<file path="src/hdl/cfg_port_defines.svh">
// constants for the configuration port front end
`ifndef CFG_PORT_DEFINES_SVH
`define CFG_PORT_DEFINES_SVH
`define CFG_ADDR_W 16
`define CFG_DATA_W 8
`define CFG_BASE_STRAP_LOW 16'h002E
`define CFG_BASE_STRAP_HIGH 16'h004E
`define CFG_KEY_ENTER 8'h55
`define CFG_KEY_EXIT 8'hAA
`define CFG_DATA_OFFSET 16'h0001
`define CFG_IDX_LDN 8'h07
`define CFG_IDX_ADDR_LOW 8'h26
`define CFG_IDX_ADDR_HIGH 8'h27
`define CFG_IDX_GLOBAL_LAST 8'h2F
`define CFG_LDN_RESET 8'h00
`define CFG_ZERO_BYTE 8'h00
`endif

</file>
<file path="src/hdl/cfg_port_pkg.sv">
// types for the configuration port front end
package cfg_port_pkg;
  typedef enum logic {st_run, st_config} cfg_state_e;
  typedef struct packed {
    logic valid;
    logic write;
    logic [15:0] addr;
    logic [7:0] wdata;
  } io_req_s;
  typedef struct packed {
    logic hit;
    logic [7:0] rdata;
  } io_rsp_s;
  typedef struct packed {
    logic valid;
    logic write;
    logic global_sel;
    logic [7:0] ldn;
    logic [7:0] index;
    logic [7:0] wdata;
  } reg_req_s;
endpackage

</file>
<file path="src/hdl/cfg_port_access.sv">
// configuration port key decoder, index and data ports
// Notes on behaviour
// - after bus or power-on reset: run state; logical devices disabled only while reset is active
// - data port decodes only in configuration state; index port takes writes in either state, reads only in configuration state
// - strap sampled at bus reset falling edge or power-on reset
// - strap low selects port 0x02E, strap high selects 0x04E
// - software may replace port base via low and high address registers
// - writing 0x55 to config port enters configuration state
// - strap shares pin with general purpose signal, used only at reset
// - writing 0xAA to config port returns to run state
// - index port at config address, data port at next address
// - index 0x07 plus data selects logical device for later accesses
// - global registers reachable without selecting a logical device
`timescale 1ns/100ps
`include "cfg_port_defines.svh"
module cfg_port_access
  import cfg_port_pkg::*;
#(
  parameter int ADDR_W = `CFG_ADDR_W
) (
  input wire logic clk,
  input wire logic sys_rst,
  input wire logic clk_en,
  input wire logic host_bus_reset_n,
  input wire logic general_pin_twenty_four,
  input wire io_req_s io_req,
  input wire logic [7:0] reg_rdata,
  output io_rsp_s io_rsp,
  output reg_req_s reg_req,
  output logic config_mode,
  output logic [ADDR_W-1:0] port_base,
  output logic devices_enabled_n
);
  ////////////////////////////////////////////////////////////////////
  logic strap_level;
  logic reset_active;
  logic reset_fall;
  cfg_state_e state_reg;
  logic [7:0] port_addr_low_reg;
  logic [7:0] port_addr_high_reg;
  logic [7:0] index_reg;
  logic [7:0] ldn_reg;
  logic [ADDR_W-1:0] base;
  logic hit_cfg;
  logic hit_data;
  logic data_wr;
  logic data_rd;

  strap_sampler u_strap (
    .clk(clk),
    .sys_rst(sys_rst),
    .clk_en(clk_en),
    .strap_pin(general_pin_twenty_four),
    .host_bus_reset_n(host_bus_reset_n),
    .strap_level(strap_level),
    .reset_active(reset_active),
    .reset_fall(reset_fall)
  );

  ////////////////////////////////////////////////////////////////////
  // address decode
  always_comb begin
    base = ADDR_W'({port_addr_high_reg, port_addr_low_reg});
    hit_cfg = io_req.valid && (io_req.addr[ADDR_W-1:0] == base);
    hit_data = io_req.valid && (state_reg == st_config)
      && (io_req.addr[ADDR_W-1:0] == base + ADDR_W'(`CFG_DATA_OFFSET));
    data_wr = hit_data && io_req.write;
    data_rd = hit_data && !io_req.write;
  end

  ////////////////////////////////////////////////////////////////////
  // run / configuration state
  always_ff @(posedge clk) begin
    if (reset_active) begin
      state_reg <= st_run;
    end else if (clk_en && hit_cfg && io_req.write) begin
      case (state_reg)
        st_run: if (io_req.wdata == `CFG_KEY_ENTER) state_reg <= st_config;
        st_config: if (io_req.wdata == `CFG_KEY_EXIT) state_reg <= st_run;
        default: state_reg <= st_run;
      endcase
    end
  end

  ////////////////////////////////////////////////////////////////////
  // index port: in config state, writes to config address other than exit key
  always_ff @(posedge clk) begin
    if (reset_active) begin
      index_reg <= `CFG_ZERO_BYTE;
    end else if (clk_en && hit_cfg && io_req.write && state_reg == st_config
                 && io_req.wdata != `CFG_KEY_EXIT) begin
      index_reg <= io_req.wdata;
    end
  end

  // logical device number
  always_ff @(posedge clk) begin
    if (reset_active) begin
      ldn_reg <= `CFG_LDN_RESET;
    end else if (clk_en && data_wr && index_reg == `CFG_IDX_LDN) begin
      ldn_reg <= io_req.wdata;
    end
  end

  // port base registers, reloaded from strap at reset
  always_ff @(posedge clk) begin
    if (sys_rst || reset_fall) begin
      port_addr_low_reg <= strap_level ? 8'(`CFG_BASE_STRAP_HIGH) : 8'(`CFG_BASE_STRAP_LOW);
      port_addr_high_reg <= `CFG_ZERO_BYTE;
    end else if (clk_en && data_wr && index_reg == `CFG_IDX_ADDR_LOW) begin
      port_addr_low_reg <= io_req.wdata;
    end else if (clk_en && data_wr && index_reg == `CFG_IDX_ADDR_HIGH) begin
      port_addr_high_reg <= io_req.wdata;
    end
  end

  ////////////////////////////////////////////////////////////////////
  // outputs
  always_ff @(posedge clk) begin
    if (reset_active) begin
      io_rsp <= '0;
      reg_req <= '0;
      config_mode <= 1'b0;
      devices_enabled_n <= 1'b1;
    end else if (clk_en) begin
      config_mode <= (state_reg == st_config);
      devices_enabled_n <= 1'b0;
      io_rsp.hit <= hit_data || (hit_cfg && (io_req.write || state_reg == st_config));
      // config port is write-only in run state; index port readable in config state
      if (hit_cfg && !io_req.write && state_reg == st_config) io_rsp.rdata <= index_reg;
      else if (data_rd && index_reg == `CFG_IDX_LDN) io_rsp.rdata <= ldn_reg;
      else if (data_rd && index_reg == `CFG_IDX_ADDR_LOW) io_rsp.rdata <= port_addr_low_reg;
      else if (data_rd && index_reg == `CFG_IDX_ADDR_HIGH) io_rsp.rdata <= port_addr_high_reg;
      else if (data_rd) io_rsp.rdata <= reg_rdata;
      else io_rsp.rdata <= `CFG_ZERO_BYTE;
      reg_req.valid <= hit_data;
      reg_req.write <= io_req.write;
      reg_req.global_sel <= (index_reg <= `CFG_IDX_GLOBAL_LAST);
      reg_req.ldn <= ldn_reg;
      reg_req.index <= index_reg;
      reg_req.wdata <= io_req.wdata;
    end
  end

  always_ff @(posedge clk) begin
    if (sys_rst) port_base <= '0;
    else if (clk_en) port_base <= base;
  end
endmodule // cfg_port_access

</file>
<file path="src/hdl/strap_sampler.sv">
// strap synchroniser and capture at power-on reset or bus reset falling edge
`timescale 1ns/100ps
`include "cfg_port_defines.svh"
module strap_sampler (
  input wire logic clk,
  input wire logic sys_rst,
  input wire logic clk_en,
  input wire logic strap_pin,
  input wire logic host_bus_reset_n,
  output logic strap_level,
  output logic reset_active,
  output logic reset_fall
);
  logic [1:0] strap_sync_reg;
  logic [1:0] rst_sync_reg;
  logic rst_prev_reg;
  logic strap_hold_reg;

  // strap keeps synchronising through power-on reset so its level is known there
  always_ff @(posedge clk) begin
    if (clk_en) begin
      strap_sync_reg <= {strap_sync_reg[0], strap_pin};
    end
  end

  always_ff @(posedge clk) begin
    if (sys_rst) begin
      rst_sync_reg <= 2'h0;
      rst_prev_reg <= 1'b0;
    end else if (clk_en) begin
      rst_sync_reg <= {rst_sync_reg[0], host_bus_reset_n};
      rst_prev_reg <= rst_sync_reg[1];
    end
  end

  // level caught at power-on reset or the falling edge of the bus reset; held otherwise
  always_ff @(posedge clk) begin
    if (sys_rst || (clk_en && reset_fall)) begin
      strap_hold_reg <= strap_sync_reg[1];
    end
  end

  always_comb begin
    reset_active = sys_rst || !rst_sync_reg[1];
    reset_fall = rst_prev_reg && !rst_sync_reg[1];
    // at either reset take the live synchronised level
    strap_level = (sys_rst || reset_fall) ? strap_sync_reg[1] : strap_hold_reg;
  end
endmodule // strap_sampler

</file>
<file path="config.mk">
export PLATFORM = sky130hd
export DESIGN_NAME = cfg_port_access
export DESIGN_NICKNAME = d
export VERILOG_FILES = /design/src/hdl/cfg_port_pkg.sv /design/src/hdl/cfg_port_access.sv /design/src/hdl/strap_sampler.sv
export VERILOG_INCLUDE_DIRS = /design/src /design/src/hdl
export SDC_FILE = /design/constraint.sdc
export NUM_CORES = 1
export LEC_CHECK = 0
export BUFFER_PORTS_ARGS = -buffer_cell sky130_fd_sc_hd__buf_2
export CAP_MARGIN = 25
export CORE_MARGIN = 2
export CORE_UTILIZATION = 50
export CTS_CLUSTER_DIAMETER = 150
export DETAILED_ROUTE_END_ITERATION = 16
export PLACE_DENSITY = 0.86
export SLEW_MARGIN = 20
export SYNTH_ARGS = -nofsm -noshare
export SYNTH_HDL_FRONTEND = slang
export SYNTH_SLANG_ARGS = --single-unit
</file>
<file path="constraint.sdc">
create_clock -name clk -period 3.9 [get_ports clk]
set_input_delay 0.39 -clock clk [delete_from_list [all_inputs] [get_ports clk]]
set_output_delay 0.39 -clock clk [all_outputs]
set_load 0.02 [all_outputs]
</file>
* Word-level counts from Yosys, hierarchy flattened
Index checks and enable logic that the tools add are counted.
** Storage, ports and cells
- Input bits :: 39
- Output and inout bits :: 54
- Bits in registers :: 93
** Operators by class
- Bitwise operators :: 2
- Add/sub/neg operators :: 1
- $lt $le $gt $ge :: 1
- Reductions and logical operators :: 30
- Multiplexer cells :: 12
- Equality and inequality tests :: 8
** Operator list (count)
- 8-bit 2-to-1 mux :: 7
- 16-bit equality test :: 2
- 1-bit logical AND :: 21
- 16-bit by 1-bit adder with 16-bit output, second input constant :: 1
- 8-bit by 6-bit equality test with 1-bit output, second input constant :: 2
- 8-bit by 3-bit equality test with 1-bit output, second input constant :: 1
- 8-bit by 7-bit equality test with 1-bit output, second input constant :: 1
- 8-bit equality test, second input constant :: 1
- 8-bit by 6-bit <= comparator with 1-bit output, second input constant :: 1
- 8-bit inequality test, second input constant :: 1
- 7-bit 2-to-1 mux :: 1
- 1-bit logical OR :: 5
- 1-bit 2-to-1 mux :: 3
- 1-bit zero test :: 2
- 1-bit inverter :: 2
- 1-bit one-hot mux with 2 select lines :: 1
- 2-bit AND reduction :: 1
- 2-bit nonzero test :: 1

* Logic depth before layout (Yosys ltp)
- Depth in word-level cells :: 9
- Gate-level depth with buffers :: 9
- Mapped depth without buffers :: 8

* Cells and area by module
A second synthesis with hierarchy kept.
** Unflattened totals
- Cell total of the unflattened synthesis :: 518
- Area total of the unflattened synthesis :: 4586.9 um^2
** By module, submodules not included
- cfg_port_access :: cells an instance 501, area each 4344.2 um^2, times used 1
- strap_sampler :: cells an instance 17, area each 242.7 um^2, times used 1

* Worst setup path before layout
Ideal clock, no wire load.
- Path kind :: register to register
- Start :: reg port_addr_low_reg[0]
- End :: reg port_addr_low_reg[0], enable pin
- Data arrival time :: 2.458 ns
- Slack :: 1.113 ns
- Library setup time :: 0.329 ns
- Cell stages (with the launch flop) :: 9
- Path buffers :: 0
- Path through :: edfxtp_1 -> ha_1 -> nor2b_1 -> or3_1 -> a31o_1 -> a2111oi_2 -> nand4b_1 -> or4_1 -> nand2_1
** On the way
- Word-level cells in the longest chain between the ends :: 7
** RTL lines
- from (decl) :: line cfg_port_access.sv:39 : logic [7:0] port_addr_low_reg;
- from (signal assigned) :: line cfg_port_access.sv:108 : port_addr_low_reg <= strap_level ? 8'(`CFG_BASE_STRAP_HIGH) : 8'(`CFG_BASE_STRAP_LOW);
- from (signal assigned) :: line cfg_port_access.sv:111 : port_addr_low_reg <= io_req.wdata;
- 16-bit by 1-bit adder with 16-bit output :: line cfg_port_access.sv:66 : && (io_req.addr[ADDR_W-1:0] == base + ADDR_W'(`CFG_DATA_OFFSET));
- 16-bit equality test :: line cfg_port_access.sv:66
- 1-bit logical AND :: line cfg_port_access.sv:65 : hit_data = io_req.valid && (state_reg == st_config)
- 1-bit logical AND :: line cfg_port_access.sv:67 : data_wr = hit_data && io_req.write;
- 1-bit logical AND :: line cfg_port_access.sv:110 : end else if (clk_en && data_wr && index_reg == `CFG_IDX_ADDR_LOW) begin
- 1-bit logical AND (no line)
- 2-bit nonzero test (no line)
No other way between the ends.
A chain may end at the register's enable or synchronous reset.

* Worst setup path in the final report
Same ends and word-level chain as after synthesis.

==> results by group <==
Layout
  – Top reg by flops: reg_req
  – Fillers: 743
  – Max reg flops: 27
  – Most frequent cells in the layout: buf_2 (92), mux2i_1 (84), dfxtp_1 (82), nor2_1 (64), nand2_1 (40)
  – Final net count: ~580
  – Biggest regs: reg_req: 27 flops, port_base: 16 flops, io_rsp: 9 flops
  – Syn-to-layout area delta: 15.4%
  – Commonest non-fill, non-tap cell in the layout: buf_2
  – Share of cells above drive strength 1: 0.223
  – # diodes: 0

Drt
  – Post-route ant nets: 0
  – Drt total wl: ~12000 µm
  – 1st-pass router iterations: 5
  – Via-per-instance ratio: between 5 and 6
  – Vias: 3796
  – 1st-iter DRT viols: 258
  – WL per Instance: 17.8 µm
  – Drt drc: 0

Floorplan
  – # rows: 34
  – Initial Utilization: 0.510
  – Die area: 9570 µm²
  – # IOs: 93
  – Die X: 97.8 µm
  – CORE AREA: 8640 µm²
  – Die Ht: 97.8 µm

Clock network
  – CTS tree: built
  – Resized Gates After CTS: 0
  – Total setup buffers inserted after CTS: 0
  – H-tree depth: 3
  – Clock sinks: 92
  – Clock Tree Buf Depth: 2
  – Clock Latency Late Sink: between 0.3 and 0.4 ns
  – Cts bufs inserted: 9
  – Reg clk slew, reported paths: 0.08 ns
  – Post-CTS Hold Buffers: 0
  – Root buf cell: clkbuf_8

Hold path
  – Hold Path End: u_strap.strap_sync_reg[0]
  – Hold path depth: 1
  – Min-delay src: general_pin_twenty_four
  – HP Class: in -> reg

Global route
  – Tot GR Track Use: 0.243
  – Gr ovfl total: 0
  – Vias in the first global route: 3648
  – Largest net degree at the start of global routing: 53
  – Initial antenna violation count: 0
  – First-pass GRT wire length: about 19000 µm

Synthesis
  – Ys async rst share: 0
  – Syn Area/Cell: 9.48 µm²
  – Sequential share of the synthesized area: 0.441
  – Netlist cell types: 52
  – Ys Warns: 0
  – Post-synth EDFFs: 10
  – Synth Instances: 464
  – Syn Std Cell Area: 4400 µm²
  – Syn nets: 504
  – Register bit total from synthesis: just over 90
  – Primary FF master, synth: dfxtp_1

Power and ir drop
  – Net switching power: 463 µW
  – Sequential share of power: 0.569
  – Power share of the combinational group: 0.101
  – Internal power: 1280 µW
  – VDD IR-drop max: 0.000279 V
  – Leak: 0.00228 µW
  – Sw frac: 0.266
  – Clock power frac: 0.330
  – PD cells: 343 nW/µm²

Flow run
  – Max Cap Viol: 0

STA
  – Final Cycle Share: 0.856
  – Setup Skew: 0.0230 ns
  – Final hold vios: 0
  – Hold WS: 0.217 ns
  – RSZ-0062 raised after global routing: false
  – Final Max Tran Viols: 0
  – Max Clock Freq: about 300 MHz
  – Max_slew headroom: 0.454
  – Setup-failing EPs final: 0
  – Worst Max-Slew Pin Slew: 0.819 ns
  – Min Tclk post-route: 3.34 ns
  – Setup TNS: 0 ns

Worst setup path
  – RR Endpoint: port_addr_low_reg[0]
  – WS Path Type: reg -> reg
  – Crit-path max FO: 8
  – Crit. End Element: register
  – CP Data Required Time: a little under 4 ns
  – CP Launch Type: register
  – RR Startpoint: port_addr_low_reg[0]
  – Worst EP arrival: about 3.4 ns
  – Flop2flop setup slack: 0.56 ns
  – Worst-case reg-to-reg path depth: 8

Outcome
  – Status: completed

Placement
  – DPL Wire Length: 8420 µm
  – Port bufs: 92
  – GPL Wtd Cong: ~0.92
worst max path at each step:
stage,slack (ns),cells after the start,to,start
2_1_floorplan,1.11,8,port_addr_low_reg[0],port_addr_low_reg[0]
3_3_place_gp,0.72,8,port_addr_low_reg[7],port_addr_low_reg[0]
3_5_place_dp,0.60,8,port_addr_low_reg[6],port_addr_low_reg[1]
4_1_cts,0.57,8,port_addr_low_reg[7],port_addr_low_reg[1]
5_1_grt,0.33,8,port_addr_low_reg[0],port_addr_low_reg[0]
6_report,0.56,8,port_addr_low_reg[0],port_addr_low_reg[0]
through the flow:
stage	std cells	setup slack (ns)	area, µm²	utilization	total power (µW)
2_1_floorplan	464	1.11	4400	-	1120
5_1_grt	655	0.327	5080	0.588	1800
3_3_place_gp	638	0.721	4900	0.567	1180
6_report	655	0.560	5080	0.588	1740
3_5_place_dp	638	0.597	4900	0.567	1190
4_1_cts	654	0.568	5070	0.587	1750
synthesized netlist by cell type (2+ instances only):
cell / n / area share
mux2i_1: 84 / 0.19
dfxtp_1: 82 / 0.37
nor2_1: 64 / 0.055
nand2_1: 40 / 0.034
clkbuf_1: 15 / 0.013
xor2_1: 15 / 0.030
o21ai_0: 14 / 0.016
edfxtp_1: 10 / 0.068
nand3_1: 9 / 0.010
a22oi_1: 8 / 0.014
buf_2: 8 / 0.0091
nor3_1: 8 / 0.0091
o21ai_1: 8 / 0.0091
xnor2_1: 8 / 0.016
a21oi_1: 7 / 0.0080
buf_1: 7 / 0.0060
nand2b_1: 7 / 0.010
inv_1: 6 / 0.0051
and3_1: 5 / 0.0071
nand4_1: 5 / 0.0071
nor2b_1: 4 / 0.0057
or3_1: 4 / 0.0057
a31oi_1: 3 / 0.0043
nor4_1: 3 / 0.0043
nor4_2: 3 / 0.0085
a2111oi_0: 2 / 0.0040
a211oi_1: 2 / 0.0034
a21o_1: 2 / 0.0034
a41oi_1: 2 / 0.0040
and2_1: 2 / 0.0028
nand4b_1: 2 / 0.0040
nor4b_1: 2 / 0.0040
nor4bb_1: 2 / 0.0045
o21a_1: 2 / 0.0034
or4_1: 2 / 0.0034
worst max-delay path, cell delays in order, from the launching register on:
cell and delay [ns]:
edfxtp_1 0.52, ha_1 0.35, nor2b_1 0.17, or3_1 0.35, a31o_1 0.25, a2111oi_2 0.34, nand4b_1 0.30, or4_1 0.47
nand2_1 0.27
cells by family (layout without fill, tap and decap cells):
group | count (synthesis) | count (layout) | share of synthesized area
simple gates | 169 | 169 | 0.192
flops | 92 | 92 | 0.441
mux | 85 | 85 | 0.194
compound gates | 56 | 56 | 0.0827
buf+inv | 37 | 120 | 0.0355
xor+xnor | 24 | 24 | 0.0520
fa+ha+maj | 1 | 1 | 0.00284
final cells by class:
type	count	area, µm²	area share
Inverter	6	22.5	0.00444
Clock inverter	6	45.0	0.00887
Tap cell	108	135	0.0266
Sequential cell	92	1940	0.382
Multi-Input combinational cell	335	2300	0.453
Timing Repair Buffer	98	503	0.0991
Clock buffer	10	128	0.0251
power groups by stage:
stage	clock (µW)	sequential (µW)	combinational (µW)
floorplan	0	1010	114
global placement	0	1010	171
detailed placement	0	1010	173
CTS	582	990	174
global route	618	993	190
finish	575	990	175
routing by layer:
layer,global-route usage,vias to the layer above,wire (µm)
li1,-,1792,-
met1,0.334,1789,4970
met2,0.378,187,5540
met3,0.0487,28,828
met4,0.0951,0,340
met5,0,-,0
Note: power is estimated with default switching activity, not from simulation.
